<file path="src/design/efcc_pkg.sv">
package efcc_pkg;

	// register indices as printed; byte address is four times the index
	localparam logic [7:0] IDX_POWER_MODE = 8'hc3;
	localparam logic [7:0] IDX_DATAPATH   = 8'hc4;
	localparam logic [7:0] IDX_SAMPLE_BUF = 8'hc5;
	localparam logic [7:0] IDX_ENABLE     = 8'hc8;
	localparam logic [7:0] IDX_BUF_STATUS = 8'he0;

	localparam int AXI_ADDR_W = 12;
	localparam logic [11:0] ADDR_POWER_MODE = {2'b00, IDX_POWER_MODE, 2'b00};
	localparam logic [11:0] ADDR_DATAPATH   = {2'b00, IDX_DATAPATH, 2'b00};
	localparam logic [11:0] ADDR_SAMPLE_BUF = {2'b00, IDX_SAMPLE_BUF, 2'b00};
	localparam logic [11:0] ADDR_ENABLE     = {2'b00, IDX_ENABLE, 2'b00};
	localparam logic [11:0] ADDR_BUF_STATUS = {2'b00, IDX_BUF_STATUS, 2'b00};

	// field positions
	localparam int POS_MEASURE_ACTIVE = 0;
	localparam int POS_BOOST_SUPPLY   = 1;
	localparam int POS_FILTER_BYPASS  = 0;
	localparam int POS_SERIAL_TX      = 1;
	localparam int POS_FIFO_SOURCE    = 2;
	localparam int POS_FORMAT_LO      = 0;
	localparam int POS_ROLLOVER_OFF   = 2;
	localparam int POS_ECHO_ENABLE    = 3;

	// reset values
	localparam logic [7:0] RST_POWER_MODE = 8'h00;
	localparam logic [7:0] RST_DATAPATH   = 8'h00;
	localparam logic [7:0] RST_SAMPLE_BUF = 8'h00;
	localparam logic [7:0] RST_ENABLE     = 8'h00;

	localparam int          BUF_BYTES  = 768;
	localparam logic [7:0]  SAT_BYTE   = 8'hff;
	localparam logic [1:0]  AXI_OKAY   = 2'b00;
	localparam logic [1:0]  AXI_SLVERR = 2'b10;

	typedef enum logic [1:0]
	{
		FMT_FULL12 = 2'b00,
		FMT_UPPER8 = 2'b01,
		FMT_LOWER8 = 2'b10,
		FMT_MID8   = 2'b11
	} efcc_format_t;

	// enables of the measurement circuitry, all gated together
	typedef struct packed
	{
		logic eeprom;
		logic supply_monitor;
		logic lna;
		logic ls_diag;
		logic driver_output_a;
		logic driver_output_b;
		logic adc;
	} efcc_analog_en_t;

	// one byte write toward the sample RAM
	typedef struct packed
	{
		logic       en;
		logic [9:0] addr;
		logic [7:0] data;
	} efcc_buf_wr_t;

endpackage : efcc_pkg

</file>
<file path="src/design/efcc_top.sv">
`timescale 1ns/1ns
// Operation
// - measurement enable off disables all measurement circuitry
// - boost supply bit switches transformer charging current
// - source bit picks datapath or raw adc
// - bypass bit picks lowpass or peak detector
// - transmit bit sets only; writing zero ignored
// - format 00 stores all twelve bits
// - format 01 stores bits 11..4 unchecked
// - format 10 stores bits 7..0, checks 11..8
// - format 11 stores bits 10..3, checks 11
// - saturated sample stores byte ff instead
// - rollover wraps write pointer to zero
// - after wrap, newest samples overwrite oldest
// - rollover-off bit stops writing at end
// - capture only when echo enabled and blanking expired
module efcc_top
	import efcc_pkg::*;
#(
	parameter int BUF_DEPTH = BUF_BYTES
)
(
	// clock and reset
	input  wire logic                  clk_in,
	input  wire logic                  rst_b_in,
	// axi4-lite register bus
	input  wire logic [AXI_ADDR_W-1:0] awaddr_in,
	input  wire logic                  awvalid_in,
	output logic                       awready_out,
	input  wire logic [31:0]           wdata_in,
	input  wire logic [3:0]            wstrb_in,
	input  wire logic                  wvalid_in,
	output logic                       wready_out,
	output logic [1:0]                 bresp_out,
	output logic                       bvalid_out,
	input  wire logic                  bready_in,
	input  wire logic [AXI_ADDR_W-1:0] araddr_in,
	input  wire logic                  arvalid_in,
	output logic                       arready_out,
	output logic [31:0]                rdata_out,
	output logic [1:0]                 rresp_out,
	output logic                       rvalid_out,
	input  wire logic                  rready_in,
	// sample stream from the datapath and adc
	input  wire logic [11:0]           lowpass_sample_in,
	input  wire logic [11:0]           peak_sample_in,
	input  wire logic [11:0]           adc_sample_in,
	input  wire logic                  sample_valid_in,
	output logic                       sample_ready_out,
	input  wire logic                  blanking_expired_in,
	// serial engine
	input  wire logic                  serial_transmit_done_in,
	output logic                       serial_transmit_enable_out,
	// analog controls
	output efcc_analog_en_t            analog_enable_out,
	output logic                       boost_supply_enable_out,
	output logic                       filter_bypass_select_out,
	// sample ram write port
	output efcc_buf_wr_t               buf_write_out
);

	typedef enum logic [1:0]
	{
		ST_TAKE  = 2'b01,
		ST_UPPER = 2'b10
	} efcc_state_t;

	localparam logic [9:0] LAST_ADDR = 10'(BUF_DEPTH - 1);

	// register bus wiring
	logic                  reg_wr;
	logic [AXI_ADDR_W-1:0] reg_wr_addr;
	logic [31:0]           reg_wr_data;
	logic [3:0]            reg_wr_strb;
	logic [AXI_ADDR_W-1:0] reg_rd_addr;
	logic [31:0]           reg_rd_data;

	// software state
	logic [7:0]  power_mode_control;
	logic [7:0]  datapath_source_control;
	logic [7:0]  sample_buffer_control;
	logic [7:0]  enable_control;

	// capture state
	efcc_state_t state;
	efcc_state_t next_state;
	logic [9:0]  wr_ptr;
	logic [9:0]  next_wr_ptr;
	logic        buf_full;
	logic [7:0]  upper_byte;

	// read ahead of the logic that drives them: the slave
	// instance and the status word both use these
	logic        wr_hit;
	logic        rd_hit;
	logic        capturing;

	efcc_axil_slave u_slave
	(
		.clk_in          (clk_in),
		.rst_b_in        (rst_b_in),
		.awaddr_in       (awaddr_in),
		.awvalid_in      (awvalid_in),
		.awready_out     (awready_out),
		.wdata_in        (wdata_in),
		.wstrb_in        (wstrb_in),
		.wvalid_in       (wvalid_in),
		.wready_out      (wready_out),
		.bresp_out       (bresp_out),
		.bvalid_out      (bvalid_out),
		.bready_in       (bready_in),
		.araddr_in       (araddr_in),
		.arvalid_in      (arvalid_in),
		.arready_out     (arready_out),
		.rdata_out       (rdata_out),
		.rresp_out       (rresp_out),
		.rvalid_out      (rvalid_out),
		.rready_in       (rready_in),
		.reg_wr_out      (reg_wr),
		.reg_wr_addr_out (reg_wr_addr),
		.reg_wr_data_out (reg_wr_data),
		.reg_wr_strb_out (reg_wr_strb),
		.reg_wr_hit_in   (wr_hit),
		.reg_rd_addr_out (reg_rd_addr),
		.reg_rd_data_in  (reg_rd_data),
		.reg_rd_hit_in   (rd_hit)
	);

	// write decode; registers sit in byte lane 0 only
	wire       lane0      = reg_wr & reg_wr_strb[0];
	wire       wr_power   = lane0 & (reg_wr_addr == ADDR_POWER_MODE);
	wire       wr_dpath   = lane0 & (reg_wr_addr == ADDR_DATAPATH);
	wire       wr_sbuf    = lane0 & (reg_wr_addr == ADDR_SAMPLE_BUF);
	wire       wr_enable  = lane0 & (reg_wr_addr == ADDR_ENABLE);
	wire [7:0] wbyte      = reg_wr_data[7:0];
	assign wr_hit = (reg_wr_addr == ADDR_POWER_MODE) | (reg_wr_addr == ADDR_DATAPATH)
	                      | (reg_wr_addr == ADDR_SAMPLE_BUF) | (reg_wr_addr == ADDR_ENABLE)
	                      | (reg_wr_addr == ADDR_BUF_STATUS);

	// control bits pulled out of the registers
	wire       measure_active = power_mode_control[POS_MEASURE_ACTIVE];
	wire       raw_adc_source = datapath_source_control[POS_FIFO_SOURCE];
	wire       filter_bypass  = datapath_source_control[POS_FILTER_BYPASS];
	wire [1:0] format_sel     = sample_buffer_control[POS_FORMAT_LO +: 2];
	wire       rollover_off   = sample_buffer_control[POS_ROLLOVER_OFF];
	wire       echo_enable    = enable_control[POS_ECHO_ENABLE];
	wire       echo_start     = wr_enable & wbyte[POS_ECHO_ENABLE] & ~echo_enable;

	// transmit enable: set by software, cleared by the serial engine; a set wins
	wire       tx_set   = wr_dpath & wbyte[POS_SERIAL_TX];
	wire       tx_state = tx_set | (datapath_source_control[POS_SERIAL_TX]
	                              & ~serial_transmit_done_in);

	// register file
	always_ff @(posedge clk_in)
	begin
		if (!rst_b_in)
		begin
			power_mode_control      <= RST_POWER_MODE;
			datapath_source_control <= RST_DATAPATH;
			sample_buffer_control   <= RST_SAMPLE_BUF;
			enable_control          <= RST_ENABLE;
		end
		else
		begin
			if (wr_power)
				power_mode_control <= wbyte;
			datapath_source_control[POS_SERIAL_TX] <= tx_state;
			if (wr_dpath)
			begin
				datapath_source_control[7:2] <= wbyte[7:2];
				datapath_source_control[0]   <= wbyte[0];
			end
			if (wr_sbuf)
				sample_buffer_control <= wbyte;
			if (wr_enable)
				enable_control <= wbyte;
		end
	end

	// read decode; the status word exposes the capture engine
	wire [31:0] buf_status = {18'h0, (state == ST_UPPER), capturing, buf_full, 1'b0, wr_ptr};
	wire        rd_power   = reg_rd_addr == ADDR_POWER_MODE;
	wire        rd_dpath   = reg_rd_addr == ADDR_DATAPATH;
	wire        rd_sbuf    = reg_rd_addr == ADDR_SAMPLE_BUF;
	wire        rd_enable  = reg_rd_addr == ADDR_ENABLE;
	wire        rd_status  = reg_rd_addr == ADDR_BUF_STATUS;
	assign rd_hit = rd_power | rd_dpath | rd_sbuf | rd_enable | rd_status;
	assign reg_rd_data = rd_power  ? {24'h0, power_mode_control}
	                   : rd_dpath  ? {24'h0, datapath_source_control}
	                   : rd_sbuf   ? {24'h0, sample_buffer_control}
	                   : rd_enable ? {24'h0, enable_control}
	                   : rd_status ? buf_status
	                   : 32'h0000_0000;

	// sample selection ahead of packing
	wire [11:0] dp_sample  = filter_bypass ? peak_sample_in : lowpass_sample_in;
	wire [11:0] buf_sample = raw_adc_source ? adc_sample_in : dp_sample;
	wire [7:0]  first_byte;
	wire [7:0]  second_byte;
	wire        two_bytes;

	efcc_sample_packer u_packer
	(
		.sample_in       (buf_sample),
		.format_in       (format_sel),
		.first_byte_out  (first_byte),
		.second_byte_out (second_byte),
		.two_bytes_out   (two_bytes)
	);

	// capture gate: measurement circuitry, echo enable and blanking all needed
	// samples offered while not capturing are still taken, then dropped
	assign capturing = measure_active & echo_enable & blanking_expired_in;
	wire accept    = (state == ST_TAKE) & sample_valid_in & sample_ready_out;
	wire at_end    = (wr_ptr == LAST_ADDR);
	// with rollover off, a two-byte sample needs two free bytes
	wire room      = ~buf_full & ~(rollover_off & two_bytes & at_end);
	wire do_write  = accept & capturing & room;
	wire wr_upper  = (state == ST_UPPER);
	wire step      = do_write | wr_upper;
	// pointer advance: wrap to zero unless rollover is off
	wire [9:0] ptr_inc  = at_end ? 10'h000 : wr_ptr + 10'h001;
	wire       fill_end = step & at_end & rollover_off;

	// next pointer and state
	always_comb
	begin
		next_wr_ptr = wr_ptr;
		next_state  = state;
		if (step && !fill_end)
			next_wr_ptr = ptr_inc;
		unique case (state)
			ST_TAKE:  if (do_write && two_bytes) next_state = ST_UPPER;
			ST_UPPER: next_state = ST_TAKE;
		endcase
	end

	// capture engine; the stream is held off while the upper byte goes out
	always_ff @(posedge clk_in)
	begin
		if (!rst_b_in)
		begin
			state            <= ST_TAKE;
			wr_ptr           <= 10'h000;
			buf_full         <= 1'b0;
			upper_byte       <= 8'h00;
			sample_ready_out <= 1'b1;
			buf_write_out    <= '0;
		end
		else if (echo_start)
		begin
			state            <= ST_TAKE;   // a new echo run starts at address zero
			wr_ptr           <= 10'h000;
			buf_full         <= 1'b0;
			sample_ready_out <= 1'b1;
			buf_write_out    <= '0;
		end
		else
		begin
			state            <= next_state;
			wr_ptr           <= next_wr_ptr;
			buf_full         <= buf_full | fill_end;
			sample_ready_out <= (next_state == ST_TAKE);
			buf_write_out.en <= step;
			if (do_write)
			begin
				upper_byte          <= second_byte;
				buf_write_out.addr  <= wr_ptr;
				buf_write_out.data  <= first_byte;
			end
			else if (wr_upper)
			begin
				buf_write_out.addr  <= wr_ptr;
				buf_write_out.data  <= upper_byte;
			end
		end
	end

	// analog and mode outputs, registered so they change cleanly
	always_ff @(posedge clk_in)
	begin
		if (!rst_b_in)
		begin
			analog_enable_out          <= '0;
			boost_supply_enable_out    <= 1'b0;
			filter_bypass_select_out   <= 1'b0;
			serial_transmit_enable_out <= 1'b0;
		end
		else
		begin
			analog_enable_out          <= {7{measure_active}};
			boost_supply_enable_out    <= power_mode_control[POS_BOOST_SUPPLY];
			filter_bypass_select_out   <= filter_bypass;
			serial_transmit_enable_out <= tx_state;
		end
	end

endmodule : efcc_top

</file>
<file path="src/design/efcc_sample_packer.sv">
`timescale 1ns/1ns
// turns one 12-bit sample into one or two bytes for the sample RAM
module efcc_sample_packer
	import efcc_pkg::*;
(
	// sample and format
	input  wire logic [11:0] sample_in,
	input  wire logic [1:0]  format_in,
	// packed bytes
	output logic [7:0]       first_byte_out,
	output logic [7:0]       second_byte_out,
	output logic             two_bytes_out
);

	wire efcc_format_t fmt        = efcc_format_t'(format_in);
	wire               sat_lower  = |sample_in[11:8];
	wire               sat_mid    = sample_in[11];

	// byte selection; saturation clamps instead of wrapping around
	always_comb
	begin
		first_byte_out  = sample_in[7:0];
		second_byte_out = {4'h0, sample_in[11:8]};
		two_bytes_out   = 1'b0;
		unique case (fmt)
			FMT_FULL12:
			begin
				first_byte_out = sample_in[7:0];
				two_bytes_out  = 1'b1;
			end
			FMT_UPPER8: first_byte_out = sample_in[11:4];
			FMT_LOWER8: first_byte_out = sat_lower ? SAT_BYTE : sample_in[7:0];
			FMT_MID8:   first_byte_out = sat_mid ? SAT_BYTE : sample_in[10:3];
		endcase
	end

endmodule : efcc_sample_packer

</file>
<file path="src/design/efcc_axil_slave.sv">
`timescale 1ns/1ns
// axi4-lite slave; address and data may arrive in either order
module efcc_axil_slave
	import efcc_pkg::*;
(
	// clock and reset
	input  wire logic                  clk_in,
	input  wire logic                  rst_b_in,
	// write channels
	input  wire logic [AXI_ADDR_W-1:0] awaddr_in,
	input  wire logic                  awvalid_in,
	output logic                       awready_out,
	input  wire logic [31:0]           wdata_in,
	input  wire logic [3:0]            wstrb_in,
	input  wire logic                  wvalid_in,
	output logic                       wready_out,
	output logic [1:0]                 bresp_out,
	output logic                       bvalid_out,
	input  wire logic                  bready_in,
	// read channels
	input  wire logic [AXI_ADDR_W-1:0] araddr_in,
	input  wire logic                  arvalid_in,
	output logic                       arready_out,
	output logic [31:0]                rdata_out,
	output logic [1:0]                 rresp_out,
	output logic                       rvalid_out,
	input  wire logic                  rready_in,
	// register side
	output logic                       reg_wr_out,
	output logic [AXI_ADDR_W-1:0]      reg_wr_addr_out,
	output logic [31:0]                reg_wr_data_out,
	output logic [3:0]                 reg_wr_strb_out,
	input  wire logic                  reg_wr_hit_in,
	output logic [AXI_ADDR_W-1:0]      reg_rd_addr_out,
	input  wire logic [31:0]           reg_rd_data_in,
	input  wire logic                  reg_rd_hit_in
);

	logic aw_held;
	logic w_held;

	wire aw_take  = awvalid_in & awready_out;
	wire w_take   = wvalid_in & wready_out;
	wire wr_fire  = aw_held & w_held & ~bvalid_out;
	wire ar_take  = arvalid_in & arready_out;

	// write path: hold each half until both are present
	always_ff @(posedge clk_in)
	begin
		if (!rst_b_in)
		begin
			aw_held         <= 1'b0;
			w_held          <= 1'b0;
			awready_out     <= 1'b1;
			wready_out      <= 1'b1;
			bvalid_out      <= 1'b0;
			bresp_out       <= AXI_OKAY;
			reg_wr_out      <= 1'b0;
			reg_wr_addr_out <= '0;
			reg_wr_data_out <= '0;
			reg_wr_strb_out <= '0;
		end
		else
		begin
			reg_wr_out <= wr_fire;
			if (aw_take)
			begin
				aw_held         <= 1'b1;
				awready_out     <= 1'b0;
				reg_wr_addr_out <= awaddr_in;
			end
			if (w_take)
			begin
				w_held          <= 1'b1;
				wready_out      <= 1'b0;
				reg_wr_data_out <= wdata_in;
				reg_wr_strb_out <= wstrb_in;
			end
			if (wr_fire)
			begin
				bvalid_out <= 1'b1;
				bresp_out  <= reg_wr_hit_in ? AXI_OKAY : AXI_SLVERR;
			end
			if (bvalid_out && bready_in)
			begin
				bvalid_out  <= 1'b0;
				aw_held     <= 1'b0;
				w_held      <= 1'b0;
				awready_out <= 1'b1;
				wready_out  <= 1'b1;
			end
		end
	end

	assign reg_rd_addr_out = araddr_in;

	// read path: data sampled at the address handshake
	always_ff @(posedge clk_in)
	begin
		if (!rst_b_in)
		begin
			arready_out <= 1'b1;
			rvalid_out  <= 1'b0;
			rdata_out   <= '0;
			rresp_out   <= AXI_OKAY;
		end
		else if (ar_take)
		begin
			arready_out <= 1'b0;
			rvalid_out  <= 1'b1;
			rdata_out   <= reg_rd_data_in;
			rresp_out   <= reg_rd_hit_in ? AXI_OKAY : AXI_SLVERR;
		end
		else if (rvalid_out && rready_in)
		begin
			rvalid_out  <= 1'b0;
			arready_out <= 1'b1;
		end
	end

endmodule : efcc_axil_slave

</file>
<file path="config.mk">
export PLATFORM = sky130hd
export DESIGN_NAME = efcc_top
export DESIGN_NICKNAME = d
export VERILOG_FILES = /design/src/design/efcc_pkg.sv /design/src/design/efcc_top.sv /design/src/design/efcc_sample_packer.sv /design/src/design/efcc_axil_slave.sv
export SDC_FILE = /design/constraint.sdc
export NUM_CORES = 1
export LEC_CHECK = 0
export BUFFER_PORTS_ARGS = -buffer_cell sky130_fd_sc_hd__buf_2
export CAP_MARGIN = 10
export CORE_MARGIN = 4
export CORE_UTILIZATION = 50
export DETAILED_ROUTE_END_ITERATION = 7
export GPL_ROUTABILITY_DRIVEN = 0
export PLACE_DENSITY = 0.78
export SLEW_MARGIN = 40
export SYNTH_ARGS = -nofsm -noshare
export SYNTH_HDL_FRONTEND = slang
export SYNTH_SLANG_ARGS = --single-unit
</file>
<file path="constraint.sdc">
create_clock -name clk_in -period 5.4 [get_ports clk_in]
set_input_delay 0.27 -clock clk_in [delete_from_list [all_inputs] [get_ports clk_in]]
set_output_delay 0.27 -clock clk_in [all_outputs]
set_load 0.02 [all_outputs]
</file>
## After elaboration in Yosys (flattened, before gate mapping)

Index checks and enable logic that the tools add are counted.

- Add/sub/neg operators: 1
- Equal/unequal tests: 17
- Muxes and demuxes: 22
- Bitwise operators: 43
- Reductions and logical operators: 12

Operators with widths:

| operator | count |
|---|---|
| $eq A12 B10 Y1 const B | 10 |
| $mux W14 | 5 |
| $mux W18 | 2 |
| $pmux W8 S4 | 1 |
| $and A1 B1 Y1 | 25 |
| $mux W12 | 2 |
| $mux W8 | 2 |
| $or A1 B1 Y1 | 11 |
| $add A10 B1 Y10 const B | 1 |
| $eq A10 B10 Y1 const B | 1 |
| $mux W10 | 1 |
| $not A1 Y1 | 7 |
| $eq A2 B1 Y1 const B | 3 |
| $eq A2 B2 Y1 const B | 3 |
| $mux W2 | 3 |
| $mux W1 | 5 |
| $logic_and A1 B1 Y1 | 4 |
| $pmux W2 S2 | 1 |
| $reduce_bool A2 Y1 | 2 |
| $reduce_or A2 Y1 | 2 |
| $reduce_or A4 Y1 | 1 |
| $logic_not A2 Y1 | 1 |
| $reduce_and A2 Y1 | 1 |
| $logic_not A1 Y1 | 1 |

- Flip-flop bits (word level): 137
- Input port bits: 106
- Output and inout bits: 71
- Logic and storage cells: 125

## Depth between registers and ports, before layout

- Word-level depth: 12
- Gate-level depth with buffers: 7
- Depth with buffers taken out: 6

## Modules after synthesis

A second synthesis with hierarchy kept.

- Cell total of the unflattened synthesis: 953
- Area, all modules: 8439.3 um2

By module, submodules not included:

| module | times used | cells an instance | area each (um2) | sequential area each (um2) |
|---|---|---|---|---|
| efcc_top | 1 | 499 | 4146.5 | 1521.5 |
| efcc_axil_slave | 1 | 412 | 3987.6 | 1801.7 |
| efcc_sample_packer | 1 | 42 | 305.3 | 0.0 |

## Worst setup path before layout

Ideal clock, no wire load.

- Kind: flip-flop to flip-flop
- Start: register datapath_source_control[2]
- End: register buf_write_out[0] (netlist bit)
- Setup time: 0.127 ns
- Arrival time: 1.744 ns
- Required time: 5.273 ns
- Path slack: 3.529 ns
- Stages on the path, launching flop included: 6
- Buffers on the path: 1
- Clock period less this slack: 1.871 ns
- Cell sequence: dfxtp_1 > clkbuf_1 > mux2_2 > o41a_1 > a21oi_2 > a31oi_1

- Word-level cells in the longest chain between the ends: 5
- Elaborated cells between the ends (all ways): 6
- Those cells by class: 5 x mux; 1 x reduce/logical

RTL lines:

| what | RTL line | RTL |
|---|---|---|
| from (decl) | efcc_top.sv:80 | `logic [7:0] datapath_source_control;` |
| from (signal, indexed assignment) | efcc_top.sv:168 | `datapath_source_control[POS_SERIAL_TX] <= tx_state;` |
| from (signal assigned) | efcc_top.sv:171 | `datapath_source_control[7:2] <= wbyte[7:2];` |
| $mux W12 * | efcc_top.sv:198 | `wire [11:0] buf_sample = raw_adc_source ? adc_sample_in : dp_sample;` |
| $reduce_or A4 Y1 | efcc_sample_packer.sv:16 | `wire sat_lower = \|sample_in[11:8];` |
| $mux W8 | efcc_sample_packer.sv:32 | `FMT_LOWER8: first_byte_out = sat_lower ? SAT_BYTE : sample_in[7:0];` |
| $pmux W8 S4 * | efcc_sample_packer.sv:25 | `unique case (fmt)` |
| $mux W18 * | efcc_top.sv:266 | `if (do_write)` |
| to (decl) | efcc_top.sv:59 | `output efcc_buf_wr_t buf_write_out` |

Every way passes the cells marked *; elsewhere a longest branch is shown, timed or not.
A chain may end at the register's enable or synchronous reset.

## Worst setup path after layout

- Start: register wr_ptr[1]
- End: register buf_write_out[7] (netlist bit)

- Word-level cells in the longest chain between the ends: 6
- Elaborated cells between the ends (all ways): 7
- Those cells by class: 1 x eq/ne; 1 x mux; 4 x bitwise; 1 x reduce/logical

RTL lines:

| what | RTL line | RTL |
|---|---|---|
| from (decl) | efcc_top.sv:87 | `logic [9:0] wr_ptr;` |
| from (signal assigned) | efcc_top.sv:262 | `wr_ptr <= next_wr_ptr;` |
| $eq A10 B10 Y1 * | efcc_top.sv:216 | `wire at_end = (wr_ptr == LAST_ADDR);` |
| $and A1 B1 Y1 * | efcc_top.sv:218 | `wire room = ~buf_full & ~(rollover_off & two_bytes & at_end);` |
| $not A1 Y1 * | efcc_top.sv:218 |  |
| $and A1 B1 Y1 * | efcc_top.sv:218 |  |
| $and A1 B1 Y1 * | efcc_top.sv:219 | `wire do_write = accept & capturing & room;` |
| $mux W18 / $reduce_bool A2 Y1 (equally long branches) | n/a |  |

Marks and branches as above.

==> metrics.md <==
| Metric | Value |
|---|---|
| Status | finished clean |
| Mean number of vias per cell | 5.563 |
| Core Region | 0.01094 mm2 |
| Hold slack | 0.07397 ns |
| I/O Buffers | 128 |
| Worst Tran Pin Value | 0.8046 ns |
| Diodes inserted | 0 |
| DR vias | 4873 |
| DP HPWL | 10.08 mm |
| Dpl cells | 845 |
| Final Cell Area | 0.006810 mm2 |
| Final Cycle Share | 0.4779 |
| Leakage Power | 2.807 nW |
| Post-synthesis area per instance | 9.218 um2 |
| # fillers | 918 |
| Clock root buffer | clkbuf_16 |
| Drt first pass iters | 7 |
| CTS H-tree depth | 4 |
| Initial antenna violation count | 0 |
| Overall power | 2.146 mW |
| Die span in x | 114.3 um |
| Sink Count | 116 |
| Cells after Synth | 613 |
| Setup Skew | 0.01172 ns |
| Worst vdd ir | 0.2177 mV |
| Clk_lat worst skew | 0.41 ns |
| Fin nets | 831 |
| Max-capacitance violation count | 0 |
| Worst-path maximum fanout | 17 |
| Fmax | 387.5 MHz |
| Worst hold path class | in -> reg |
| Worst r2r path cells | 6 |
| CTS tree | built |
| Hold path depth | 2 |
| Post-Route WL | 14.38 mm |
| Area added between synthesis and finish | 20.53% |
| Final setup fails | 0 |
| 1st-iter DRT viols | 244 |
| Row count | 38 |
| CP Data Required Time | 5.75 ns |
| Unrepaired setup endpoints after global routing | false |
| CP Data Arrival Time | 2.93 ns |
| Max-Slew Margin vs Limit | 0.4596 |
| Asr flop ratio synth | 0 |
| Die area | 0.01307 mm2 |
| Number of global-route vias before repair | 4858 |
| Crit end category | flip-flop |
| Final max-slew violation count | 0 |
| Worst setup SP type | flip-flop |
| Layout cell share with drive strength beyond 1 | 0.2704 |
| Worst setup margin | 2.819 ns |
| Pwr Density | 315.1 mW/mm2 |
| Die height | 114.3 um |
| Non-filler cells, final | 876 |
| Post-DP Area | 0.006226 mm2 |
| Clock slew at reported path FFs | 0.06 ns |
| Clock buffer depth | 2 |
| Seq/Total Area, Yosys | 0.4110 |
| Pre-CTS setup slack | 2.877 ns |
| GRT Util Overall | 0.2189 |
| Startpoint of the worst register-to-register path | wr_ptr[1] |
| R2R Path End | buf_write_out[7] |
| Worst Setup Path Type | reg -> reg |
| CTS Buf Count | 17 |
| Routed Antenna Nets | 0 |
| R2r setup slk | 2.82 ns |
| IO Count | 177 |
| Period minus WS final | 2.581 ns |
| Drt wl/cell | 16.41 um |
| Post-synth EDFFs | 0 |
| Overflow after GRT | 0 |
| Largest net degree at the start of global routing | 83 |
| First-pass GRT wire length | 23.09 mm |
| CTS resizes | 0 |
| Setup bufs post-CTS | 0 |
| Starting Density | 0.5167 |
| Post-synth top flop | dfxtp_1 |
| Final hold violations | 0 |
| Hold_sp | wvalid_in |
| WHS Endpoint | u_slave.wready_out |
| Drc violations | 0 |
| Synth warnings | 0 |
| Setup TNS | 0 ns |
| Commonest non-fill, non-tap cell in the layout | buf_2 |
| Register bit total from synthesis | 116 |
| Commonest non-fill, non-tap cells in the layout | 128 x buf_2, 116 x dfxtp_1, 92 x nand2_1 |
| Util after Layout | 0.6228 |
| Distinct cells, synth | 65 |
| Hold_buf cts | 0 |
| Mapped Area | 0.005650 mm2 |
==> power breakdown <==
part | total (mW) | internal [mW] | switching [mW]
combinational | 0.150 | 0.0597 | 0.0904
sequential | 0.891 | 0.875 | 0.0164
clock | 1.10 | 0.703 | 0.402
total | 2.15 | 1.64 | 0.509
==> worst max-delay path, cell delays in order (launching register included) <==
cell and delay (ns):
dfxtp_1 0.43, ha_1 0.22, and4b_1 0.24, nand4_1 0.48, o41a_2 0.74, o21ai_0 0.21, o221a_1 0.19
==> how the worst max path moves through the flow <==
stage / from / end / slack, ns / depth (start not counted)
global route: wr_ptr[1] / state[0] / 2.65 / 6
detailed placement: wr_ptr[1] / buf_write_out[7] / 2.88 / 6
floorplan: datapath_source_control[2] / buf_write_out[0] / 3.53 / 5
finish: wr_ptr[1] / buf_write_out[7] / 2.82 / 6
CTS: wr_ptr[1] / buf_write_out[7] / 2.87 / 6
global placement: wr_ptr[1] / buf_write_out[7] / 2.74 / 6
==> kinds of logic (layout without fill, tap and decap cells) <==
family,after synthesis,in the layout,share of synthesized area
and+or+nand+nor,236,236,0.2343
AOI/OAI and AO/OA,132,132,0.1769
DFF,116,116,0.4110
buffers and inverters,67,170,0.06732
muxes,52,52,0.09522
xor gates and xnor gates,8,8,0.01240
adders and majority gates,1,1,0.002214
other,1,21,0.0006637
==> synthesized netlist by cell type (9+ instances only) <==
library cell / count / share of area
o21ai_0: 19 / 0.017
mux2_2: 10 / 0.020
mux2i_1: 41 / 0.073
buf_4: 28 / 0.037
nand2_1: 92 / 0.061
nor2_1: 24 / 0.016
a21oi_1: 26 / 0.023
nor2b_1: 38 / 0.042
dfxtp_1: 116 / 0.41
and2_1: 12 / 0.013
nand2b_1: 9 / 0.010
a21boi_0: 29 / 0.039
clkbuf_1: 23 / 0.015
==> flip-flops by register name, summed over array words and instances (netlist names), 8 cells and up <==
register / count
enable_control: 8
power_mode_control: 8
u_slave.reg_wr_data_out: 8
u_slave.reg_wr_addr_out: 12
datapath_source_control: 8
buf_write_out: 19
sample_buffer_control: 8
u_slave.rdata_out: 13
wr_ptr: 10
==> per-layer routing <==
metal / global-route usage / share of wire
met4: 0.07205 / 0.013
met1: 0.2536 / 0.41
met2: 0.3931 / 0.51
met3: 0.05497 / 0.061
met5: 0 / 0
==> final cells by class <==
type | count | area [um2] | share of cell area
clock buffers | 20 | 456.7 | 0.06706
clock inverters | 11 | 127.6 | 0.01874
inverters | 7 | 26.28 | 0.003858
multi-input cells | 450 | 3032 | 0.4452
flip-flops and latches | 116 | 2322 | 0.3410
well taps | 140 | 175.2 | 0.02572
repair buffers | 132 | 670.6 | 0.09848
No activity file was read; power rests on OpenSTA's default activity.
